## config.mk

```make
export PLATFORM = sky130hd
export DESIGN_NAME = spms_port
export DESIGN_NICKNAME = d
export VERILOG_FILES = /design/src/common/spms_pkg.sv /design/src/hw/spms_port.sv
export VERILOG_INCLUDE_DIRS = /design/src /design/src/common
export SDC_FILE = /design/constraint.sdc
export NUM_CORES = 1
export LEC_CHECK = 0
export ABC_CLOCK_PERIOD_IN_PS = 3600
export BUFFER_PORTS_ARGS = -buffer_cell sky130_fd_sc_hd__buf_4
export CORE_MARGIN = 1.5
export CORE_UTILIZATION = 59
export CTS_CLUSTER_DIAMETER = 30
export DETAILED_ROUTE_END_ITERATION = 8
export GPL_TIMING_DRIVEN = 0
export PLACE_DENSITY = 0.85
export SYNTH_ARGS = -nofsm -noshare
export SYNTH_HDL_FRONTEND = slang
export SYNTH_SLANG_ARGS = --single-unit
export TNS_END_PERCENT = 10
```

## constraint.sdc

```tcl
create_clock -name ref_clk -period 3.6 [get_ports ref_clk]
set_input_delay 0.36 -clock ref_clk [delete_from_list [all_inputs] [get_ports ref_clk]]
set_output_delay 0.36 -clock ref_clk [all_outputs]
set_load 0.03 [all_outputs]
```

## src/common/spms_consts.svh

```systemverilog
// Register map, field positions, reset values and timing for the SPI port.
`ifndef SPMS_CONSTS_SVH
`define SPMS_CONSTS_SVH
`define SPMS_ADDR_CTRL 2'h0
`define SPMS_ADDR_STAT 2'h1
`define SPMS_ADDR_DATA 2'h2
`define SPMS_ADDR_DIR  2'h3
`define SPMS_CTL_IE    7
`define SPMS_CTL_EN    6
`define SPMS_CTL_LSB   5
`define SPMS_CTL_MST   4
`define SPMS_CTL_CLOCK_IDLE_POLARITY  3
`define SPMS_CTL_CLOCK_PHASE_SELECT  2
`define SPMS_DIR_MOSI  0
`define SPMS_DIR_MISO  1
`define SPMS_DIR_SCK   2
`define SPMS_DIR_SS    3
`define SPMS_DIR_SSLVL 4
`define SPMS_RST_CTRL  8'h00
`define SPMS_RST_DIR   5'h00
`define SPMS_EDGES     5'h10
`endif

```

## src/common/spms_pkg.sv

```systemverilog
// Types shared by the SPI port design.
package spms_pkg;
  // Complete state of the port, registered as one word.
  typedef struct packed {
    logic [7:0] ctrl;   // Control register.
    logic       dbl;    // Double speed bit.
    logic       done;   // transfer_done_flag.
    logic       write_collision_flag;   // write_collision_flag.
    logic       armed;  // Status was read with a flag set.
    logic [4:0] dir;    // Pin directions and SS output level.
    logic [7:0] sh;     // Shift register.
    logic [7:0] rxb;    // Receive buffer.
    logic [4:0] cnt;    // SCK edges seen in this byte.
    logic       samp;   // Bit caught on the sample edge.
    logic       run;    // Master clock generator running.
    logic [6:0] div;    // Master half-period counter.
    logic       sck_t;  // Master SCK, relative to idle level.
    logic [2:0] sck_s;  // SCK sync stages and previous value.
    logic [2:0] ss_s;   // SS sync stages and previous value.
    logic [1:0] mosi_s; // MOSI sync stages.
    logic [7:0] rdata;  // Read data.
    logic       irq;    // Interrupt request.
    logic       mosi_o;
    logic       mosi_oe;
    logic       miso_o;
    logic       miso_oe;
    logic       sck_o;
    logic       sck_oe;
    logic       ss_o;
    logic       ss_oe;
  } spms_state_t;
endpackage : spms_pkg

```

## src/hw/spms_port.sv

```systemverilog
// SPI master/slave port with register access and pin direction control.
//
// Added by the designer: the plain strobed port and the address map.
`timescale 1ns/1ps
`default_nettype none
`include "spms_consts.svh"
module spms_port (
  input  wire logic       ref_clk,
  input  wire logic       reset,
  input  wire logic       clk_en,
  input  wire logic [1:0] reg_addr,
  input  wire logic [7:0] reg_wdata,
  input  wire logic       reg_wr,
  input  wire logic       reg_rd,
  output var  logic [7:0] reg_rdata,
  input  wire logic       global_irq_enable,
  input  wire logic       irq_ack,
  output var  logic       irq_req,
  input  wire logic       mosi_i,
  output var  logic       mosi_o,
  output var  logic       mosi_oe,
  input  wire logic       miso_i,
  output var  logic       miso_o,
  output var  logic       miso_oe,
  input  wire logic       sck_i,
  output var  logic       sck_o,
  output var  logic       sck_oe,
  input  wire logic       ss_n_i,
  output var  logic       ss_n_o,
  output var  logic       ss_n_oe
);
  import spms_pkg::*;

  spms_state_t s_q;  // Registered state.
  spms_state_t s_d;  // Next state.

  // Picks the bit that leaves the shift register first.
  function automatic logic tx_bit(input logic [7:0] sh, input logic lsb);
    tx_bit = lsb ? sh[0] : sh[7];
  endfunction : tx_bit

  // Shifts one received bit in at the end opposite the outgoing bit.
  function automatic logic [7:0] shift_in(input logic [7:0] sh,
                                          input logic lsb,
                                          input logic b);
    shift_in = lsb ? {b, sh[7:1]} : {sh[6:0], b};
  endfunction : shift_in

  logic       en;       // Port enabled.
  logic       mst;      // Master role.
  logic       clock_idle_polarity;     // Idle level of SCK.
  logic       clock_phase_select;     // Phase select.
  logic       lsb;      // LSB first.
  logic       slv;      // Selected slave.
  logic       ss_rise;  // Synchronised SS went high.
  logic       force_s;  // Another master selected us.
  logic       edge_e;   // One SCK edge to act on.
  logic       lead;     // That edge is the leading one.
  logic       din;      // Incoming serial bit.
  logic       busy;     // A byte is being shifted.
  logic       data_acc; // Data register accessed.
  logic [6:0] half;     // Master half period minus one.
  logic [7:0] fin;      // Completed received byte.

  // Next-state logic for the whole port.
  always_comb
  begin
    s_d = s_q;
    en = s_q.ctrl[`SPMS_CTL_EN];
    mst = s_q.ctrl[`SPMS_CTL_MST];
    clock_idle_polarity = s_q.ctrl[`SPMS_CTL_CLOCK_IDLE_POLARITY];
    clock_phase_select = s_q.ctrl[`SPMS_CTL_CLOCK_PHASE_SELECT];
    lsb = s_q.ctrl[`SPMS_CTL_LSB];
    edge_e = 1'b0;
    lead = 1'b0;
    fin = s_q.sh;
    // Two flops each on SCK, SS and MOSI, none on MISO; edges are judged only on the second stage.
    s_d.sck_s = {s_q.sck_s[1:0], sck_i};
    s_d.ss_s = {s_q.ss_s[1:0], ss_n_i};
    s_d.mosi_s = {s_q.mosi_s[0], mosi_i};
    slv = en && !mst && !s_q.ss_s[1];
    ss_rise = s_q.ss_s[1] && !s_q.ss_s[2];
    force_s = en && mst && !s_q.dir[`SPMS_DIR_SS] && !s_q.ss_s[1];
    busy = s_q.run || (s_q.cnt != 5'h00);
    data_acc = (reg_wr || reg_rd) && (reg_addr == `SPMS_ADDR_DATA);
    din = mst ? miso_i : s_q.mosi_s[1];
    // Half period from the rate bits; double speed halves it.
    unique case (s_q.ctrl[1:0])
      2'h0:    half = s_q.dbl ? 7'h00 : 7'h01;
      2'h1:    half = s_q.dbl ? 7'h03 : 7'h07;
      2'h2:    half = s_q.dbl ? 7'h0f : 7'h1f;
      default: half = s_q.dbl ? 7'h1f : 7'h3f;
    endcase
    // Flag clearing comes first so that a coinciding set wins.
    if (irq_ack)
    begin
      s_d.done = 1'b0;
    end
    if (data_acc && s_q.armed)
    begin
      s_d.done = 1'b0;
      s_d.write_collision_flag = 1'b0;
      s_d.armed = 1'b0;
    end
    if (reg_rd && reg_addr == `SPMS_ADDR_STAT && (s_q.done || s_q.write_collision_flag))
    begin
      s_d.armed = 1'b1;
    end
    // Master clock generator: toggle SCK every half period.
    if (en && mst && s_q.run)
    begin
      if (s_q.div == half)
      begin
        s_d.div = 7'h00;
        s_d.sck_t = ~s_q.sck_t;
        edge_e = 1'b1;
        lead = !s_q.sck_t;
      end
      else
      begin
        s_d.div = s_q.div + 7'h01;
      end
    end
    // Selected slave acts on synchronised SCK edges only.
    else if (slv && (s_q.sck_s[1] ^ s_q.sck_s[2]))
    begin
      edge_e = 1'b1;
      lead = (s_q.sck_s[1] != clock_idle_polarity);
    end
    // Sample on one edge, shift on the other, as the mode asks.
    if (edge_e)
    begin
      s_d.cnt = s_q.cnt + 5'h01;
      if (lead ^ clock_phase_select)
      begin
        s_d.samp = din;
      end
      else if (!(clock_phase_select && s_q.cnt == 5'h00))
      begin
        s_d.sh = shift_in(s_q.sh, lsb, s_q.samp);
      end
      if (s_d.cnt == `SPMS_EDGES)
      begin
        fin = clock_phase_select ? shift_in(s_q.sh, lsb, din) : s_d.sh;
        s_d.sh = fin;
        s_d.rxb = fin;
        s_d.done = 1'b1;
        s_d.run = 1'b0;
        s_d.cnt = 5'h00;
        s_d.div = 7'h00;
      end
    end
    // Deselecting a slave restarts the byte and drops partial bits.
    if (en && !mst && ss_rise)
    begin
      s_d.cnt = 5'h00;
      s_d.sh = 8'h00;
      s_d.samp = 1'b0;
    end
    // Another master pulled SS low: step down to slave.
    if (force_s)
    begin
      s_d.ctrl[`SPMS_CTL_MST] = 1'b0;
      s_d.done = 1'b1;
      s_d.run = 1'b0;
      s_d.cnt = 5'h00;
      s_d.div = 7'h00;
      s_d.sck_t = 1'b0;
    end
    // Register writes.
    if (reg_wr)
    begin
      unique case (reg_addr)
        `SPMS_ADDR_CTRL: s_d.ctrl = reg_wdata;
        `SPMS_ADDR_STAT: s_d.dbl = reg_wdata[0];
        `SPMS_ADDR_DIR:  s_d.dir = reg_wdata[4:0];
        default:
        begin
          // Only one transmit byte: a write during a transfer is refused.
          if (busy)
          begin
            s_d.write_collision_flag = 1'b1;
          end
          else
          begin
            s_d.sh = reg_wdata;
            if (en && mst && !force_s)
            begin
              s_d.run = 1'b1;
              s_d.cnt = 5'h00;
              s_d.div = 7'h00;
            end
          end
        end
      endcase
    end
    // Read data stands only in the cycle after the strobe.
    s_d.rdata = 8'h00;
    if (reg_rd)
    begin
      unique case (reg_addr)
        `SPMS_ADDR_CTRL: s_d.rdata = s_q.ctrl;
        `SPMS_ADDR_STAT: s_d.rdata = {s_q.done, s_q.write_collision_flag, 5'h00, s_q.dbl};
        `SPMS_ADDR_DIR:  s_d.rdata = {3'h0, s_q.dir};
        default:         s_d.rdata = s_q.rxb;
      endcase
    end
    // Pins follow the new state so outputs come straight from flops.
    if (s_d.ctrl[`SPMS_CTL_EN])
    begin
      s_d.mosi_oe = s_d.ctrl[`SPMS_CTL_MST] && s_d.dir[`SPMS_DIR_MOSI];
      s_d.sck_oe = s_d.ctrl[`SPMS_CTL_MST] && s_d.dir[`SPMS_DIR_SCK];
      s_d.ss_oe = s_d.ctrl[`SPMS_CTL_MST] && s_d.dir[`SPMS_DIR_SS];
      s_d.miso_oe = !s_d.ctrl[`SPMS_CTL_MST] && !s_d.ss_s[1]
                    && s_d.dir[`SPMS_DIR_MISO];
    end
    else
    begin
      s_d.mosi_oe = s_d.dir[`SPMS_DIR_MOSI];
      s_d.sck_oe = s_d.dir[`SPMS_DIR_SCK];
      s_d.ss_oe = s_d.dir[`SPMS_DIR_SS];
      s_d.miso_oe = s_d.dir[`SPMS_DIR_MISO];
    end
    s_d.mosi_o = tx_bit(s_d.sh, s_d.ctrl[`SPMS_CTL_LSB]);
    s_d.miso_o = s_d.mosi_o;
    s_d.sck_o = s_d.sck_t ^ s_d.ctrl[`SPMS_CTL_CLOCK_IDLE_POLARITY];
    s_d.ss_o = s_d.dir[`SPMS_DIR_SSLVL];
    s_d.irq = s_d.done && s_d.ctrl[`SPMS_CTL_IE]
              && global_irq_enable;
  end

  // One register for all state; a low clock enable freezes it.
  always_ff @(posedge ref_clk)
  begin
    if (reset)
    begin
      s_q <= '0;
      s_q.ctrl <= `SPMS_RST_CTRL;
      s_q.dir <= `SPMS_RST_DIR;
    end
    else if (clk_en)
    begin
      s_q <= s_d;
    end
  end

  assign reg_rdata = s_q.rdata;
  assign irq_req = s_q.irq;
  assign mosi_o = s_q.mosi_o;
  assign mosi_oe = s_q.mosi_oe;
  assign miso_o = s_q.miso_o;
  assign miso_oe = s_q.miso_oe;
  assign sck_o = s_q.sck_o;
  assign sck_oe = s_q.sck_oe;
  assign ss_n_o = s_q.ss_o;
  assign ss_n_oe = s_q.ss_oe;

  // Checks tie pins and flags to their causes.
  chk_miso_master_in: assert property (
    @(posedge ref_clk) disable iff (reset)
    s_q.ctrl[`SPMS_CTL_EN] && s_q.ctrl[`SPMS_CTL_MST] |-> !miso_oe)
    else $error("MISO driven in master role");

  chk_slave_pins_in: assert property (
    @(posedge ref_clk) disable iff (reset)
    s_q.ctrl[`SPMS_CTL_EN] && !s_q.ctrl[`SPMS_CTL_MST]
    |-> !mosi_oe && !sck_oe && !ss_n_oe)
    else $error("Slave drives MOSI, SCK or SS");

  chk_slave_idle_pins: assert property (
    @(posedge ref_clk) disable iff (reset)
    s_q.ctrl[`SPMS_CTL_EN] && !s_q.ctrl[`SPMS_CTL_MST] && s_q.ss_s[1]
    |-> !miso_oe)
    else $error("Deselected slave drives MISO");

  chk_ss_rise_clear: assert property (
    @(posedge ref_clk) disable iff (reset)
    clk_en && en && !mst && ss_rise |=> s_q.cnt == 5'h00)
    else $error("Bit counter not cleared on SS rise");

  chk_force_slave: assert property (
    @(posedge ref_clk) disable iff (reset)
    clk_en && force_s && !reg_wr
    |=> !s_q.ctrl[`SPMS_CTL_MST] && s_q.done && !s_q.run)
    else $error("No drop to slave on SS low");

  chk_write_collision_flag_on_busy: assert property (
    @(posedge ref_clk) disable iff (reset)
    clk_en && reg_wr && reg_addr == `SPMS_ADDR_DATA && busy
    |=> s_q.write_collision_flag && $stable(s_q.rxb) || s_q.done)
    else $error("Collision flag not set");

  chk_sck_idle_level: assert property (
    @(posedge ref_clk) disable iff (reset)
    clk_en && en && mst && !s_q.run
    ##1 s_q.ctrl[`SPMS_CTL_EN] && s_q.ctrl[`SPMS_CTL_MST]
    |-> sck_o == s_q.ctrl[`SPMS_CTL_CLOCK_IDLE_POLARITY])
    else $error("SCK not at idle level");

  chk_rate_div16: assert property (
    @(posedge ref_clk) disable iff (reset)
    clk_en && en && mst && s_q.run && s_q.ctrl[1:0] == 2'h1 && !s_q.dbl
    && s_q.div == 7'h07 |=> sck_o != $past(sck_o))
    else $error("SCK half period is not eight clocks");

  chk_irq_gate: assert property (
    @(posedge ref_clk) disable iff (reset)
    clk_en ##1 1'b1 |-> irq_req == (s_q.done && s_q.ctrl[`SPMS_CTL_IE]
                                   && $past(global_irq_enable)))
    else $error("Interrupt request not gated by enables");

  chk_eight_bits: assert property (
    @(posedge ref_clk) disable iff (reset)
    clk_en && edge_e && s_q.cnt == 5'h0f |=> s_q.done && s_q.cnt == 5'h00)
    else $error("Byte not completed after sixteen edges");
endmodule : spms_port
`default_nettype wire

```

==> flow_metrics.py <==
metrics = {
    "run_status": {
        "status": "finished with violations",
        "violations": "DRC",
    },
    "worst_setup_path": {
        "cp_max_fo": 7,
        "r2r_start": "s_q[65]",
        "reg2regPathDepth": 13,
        "critPathArrivalTime_ns": 3.74,
        "crit_start": "s_q[65]",
        "critPathLaunchType": "flop",
        "criticalPathCategory": "reg -> reg",
        "cp.required_ns": 3.85,
        "cp-end-kind": "flop",
    },
    "routing": {
        "wl_per_cell_um": 18.2,
        "detail-route-antenna-nets": 0,
        "first_iter_violations": 330,
        "vias_per_cell": 6.28,
        "met3_length_um": 809,
        "drt-total-wl_um": 11100,
        "dr.pass1.iters": 7,
        "highest_layer": "met4",
        "drc": 2,
        "dr_wl_met2_um": 5280,
        "wl_met1_um": 4630,
        "vias": 3818,
    },
    "final_layout": {
        "final_common_cell": "nor2_1",
        "largest-register": "s_q",
        "antenna_cells": 0,
        "drive_gt1_share_pct": 17.9,
        "layout_common_cells": "77 x nor2_1, 69 x dfxtp_1, 45 x mux2i_1",
        "nFillCells": 495,
        "largest_reg_flops": 46,
        "area_delta_synth_final_pct": 14.5,
        "design_area_um2": 4610,
        "fin_cells": 608,
        "nets": 556,
    },
    "clock_tree": {
        "cts_root_buf": "clkbuf_8",
        "tritoncts": "built",
        "clock_latency_ns": 0.36,
        "cts_max_level": 3,
        "post_cts_buffers": 0,
        "cts_inserted_buffers": 9,
        "cts_hold_buf": 0,
        "clock_sinks": 71,
        "clk_path_buf_depth": 2,
        "cts.clk_slew.worst_paths_ns": 0.08,
    },
    "timing": {
        "finClkSkew_ns": 0.0118,
        "hold_ws_ns": 0.243,
        "period_share_pct": 96.7,
        "timing.fmax_ghz": 0.287,
        "maxSlewHeadroom_pct": 34.5,
        "hold_violations": 0,
        "finalWorstSetupSlack_ns": 0.119,
        "setup_violations": 0,
        "min_period_ns": 3.48,
        "drv_slew": 0,
        "worstMarginPinSlew_ns": 0.967,
    },
    "worst_hold_path": {
        "hp-class": "in -> reg",
        "worstHoldStart": "ss_n_i",
        "holdPathStages": 3,
    },
    "synth": {
        "yosysWarnings": 0,
        "synthCells": 480,
        "avgSynthCellArea_um2": 8.38,
        "seq_area_frac_synth_pct": 35.3,
        "synth_top_area_share_pct": 35.3,
        "synth_fp_nets": 510,
        "ys_ff_latch": 71,
        "synth-async-reset-ratio_pct": 0,
        "yosysUniqueCellTypes": 65,
        "yosysTopAreaCell": "dfxtp_1",
        "syn-cell-area_um2": 4020,
        "yosys-top-cells-area": "dfxtp_1 35%, mux2i_1 11%, nor2_1 7.2%",
        "ys.flop_type": "dfxtp_1",
        "synth_edf_count": 0,
    },
    "grt": {
        "grt_remaining_overflow": 0,
        "antenna_found_initial": 0,
        "grtUsageTotal_pct": 31.1,
        "grt_max_degree": 14,
        "grt_pass1_vias": 3581,
        "grt_first_pass_wirelength_um": 17600,
    },
    "power": {
        "pwr-share-comb_pct": 11.6,
        "finalPower_mw": 1.65,
        "p_sw_mw": 0.460,
        "clockPowerShare_pct": 39.0,
        "power.density_nw_per_um2": 359,
        "leakagePower_nw": 1.77,
        "power.internal_mw": 1.19,
        "seqPwrFrac_pct": 49.4,
        "p_sw_share_pct": 27.8,
        "max-vdd-ir-drop_v": 0.000356,
    },
    "die": {
        "die-area_um2": 7320,
        "num_rows": 29,
        "ios": 38,
        "initial_core_util_pct": 62.3,
        "core_um2": 6460,
        "die_y_um": 85.6,
        "dieWidth_um": 85.6,
    },
    "place": {
        "detailedPlace.worstSlack_ns": 0.0107,
        "dp.cells": 592,
        "gp_congestion": 0.914,
        "place_area_um2": 4380,
        "port_buffers": 35,
        "dp_hpwl_um": 7940,
    },
    "run": {
        "cap_violations": 0,
    },
}
-- power by group through the flow --
stage          logic [mW]  clock network (mW)  registers, mW
3_5_place_dp        0.184                   0          0.836
6_report            0.191               0.645          0.818
2_1_floorplan       0.115                   0          0.835
5_1_grt             0.205               0.686          0.820
3_3_place_gp        0.179                   0          0.835
4_1_cts             0.186               0.648          0.817
-- logic make-up after synthesis --
group	count (synthesis)	synth area share, %
AND/OR/NAND/NOR	172	20.7
AO/OA/AOI/OAI	116	19.5
flip-flops	71	35.3
multiplexers	56	14.6
buffers and inverters	50	5.79
adder cells (fa/ha/maj)	9	2.80
XOR/XNOR	6	1.31
-- worst paths after layout --
kind                  end  slack, ns
max                miso_o       0.12
min               s_d[20]       0.24
max reg2reg        miso_o       0.12
min reg2reg  reg_rdata[5]       0.48
-- per-stage QoR --
stage,setup TNS (ns),utilization (%)
4_1_cts,0,70.9
3_5_place_dp,0,67.8
3_3_place_gp,0,67.8
5_1_grt,-0.000838,71.3
2_1_floorplan,0,-
6_report,0,71.3
-- timing repair --
| action | in CTS | in global routing |
|---|---|---|
| endpoints found under the setup margin | 6 | 15 |
| cloned | 0 | 0 |
| gates resized for setup | 1 | 10 |
| pin swaps | 0 | 0 |
-- Yosys cell counts (all sizes together), types with 3 or more instances --
| cell | n |
|---|---|
| ha | 9 |
| xnor2 | 3 |
| nor2 | 77 |
| or3 | 3 |
| inv | 10 |
| or2 | 3 |
| buf | 15 |
| a21oi | 35 |
| a311oi | 4 |
| nor2b | 6 |
| a22o | 3 |
| nand4 | 6 |
| a211oi | 9 |
| o21ai | 24 |
| clkbuf | 25 |
| o211ai | 8 |
| a31oi | 4 |
| mux2 | 9 |
| xor2 | 3 |
| and3 | 4 |
| a22oi | 7 |
| nand3 | 9 |
| nand2 | 38 |
| nand2b | 3 |
| nor3 | 7 |
| mux2i | 46 |
| and2 | 3 |
| dfxtp | 71 |
| o31ai | 3 |
-- critical path: stages, from the launching register on --
cell and delay, ns:
dfxtp_2 0.40, inv_1 0.10, ha_1 0.31, or4_4 0.53, a21oi_4 0.22, and3_2 0.21, ha_1 0.17, mux2i_2 0.16
or2_2 0.36, a31oi_2 0.22, o221ai_1 0.15, nor2_1 0.15, o21ai_0 0.15, a32o_1 0.25
-- final cells by class --
class	instances	area (µm²)	share of cell area [%]
multi-input cells	359	2390	51.9
inverters	10	37.5	0.815
flip-flops and latches	71	1430	31.0
clock inverters	7	72.6	1.58
well taps	77	96.3	2.09
repair buffers	35	263	5.70
clock buffers	9	124	2.69
plain buffers	40	198	4.29
-- layer usage --
layer  global-route usage, %  vias to the layer above
li1                        -                     1817
met1                    39.5                     1793
met2                    52.0                      169
met3                    7.51                       39
met4                    10.3                        0
met5                       0                        -
Note: power is estimated with default switching activity, not from simulation.
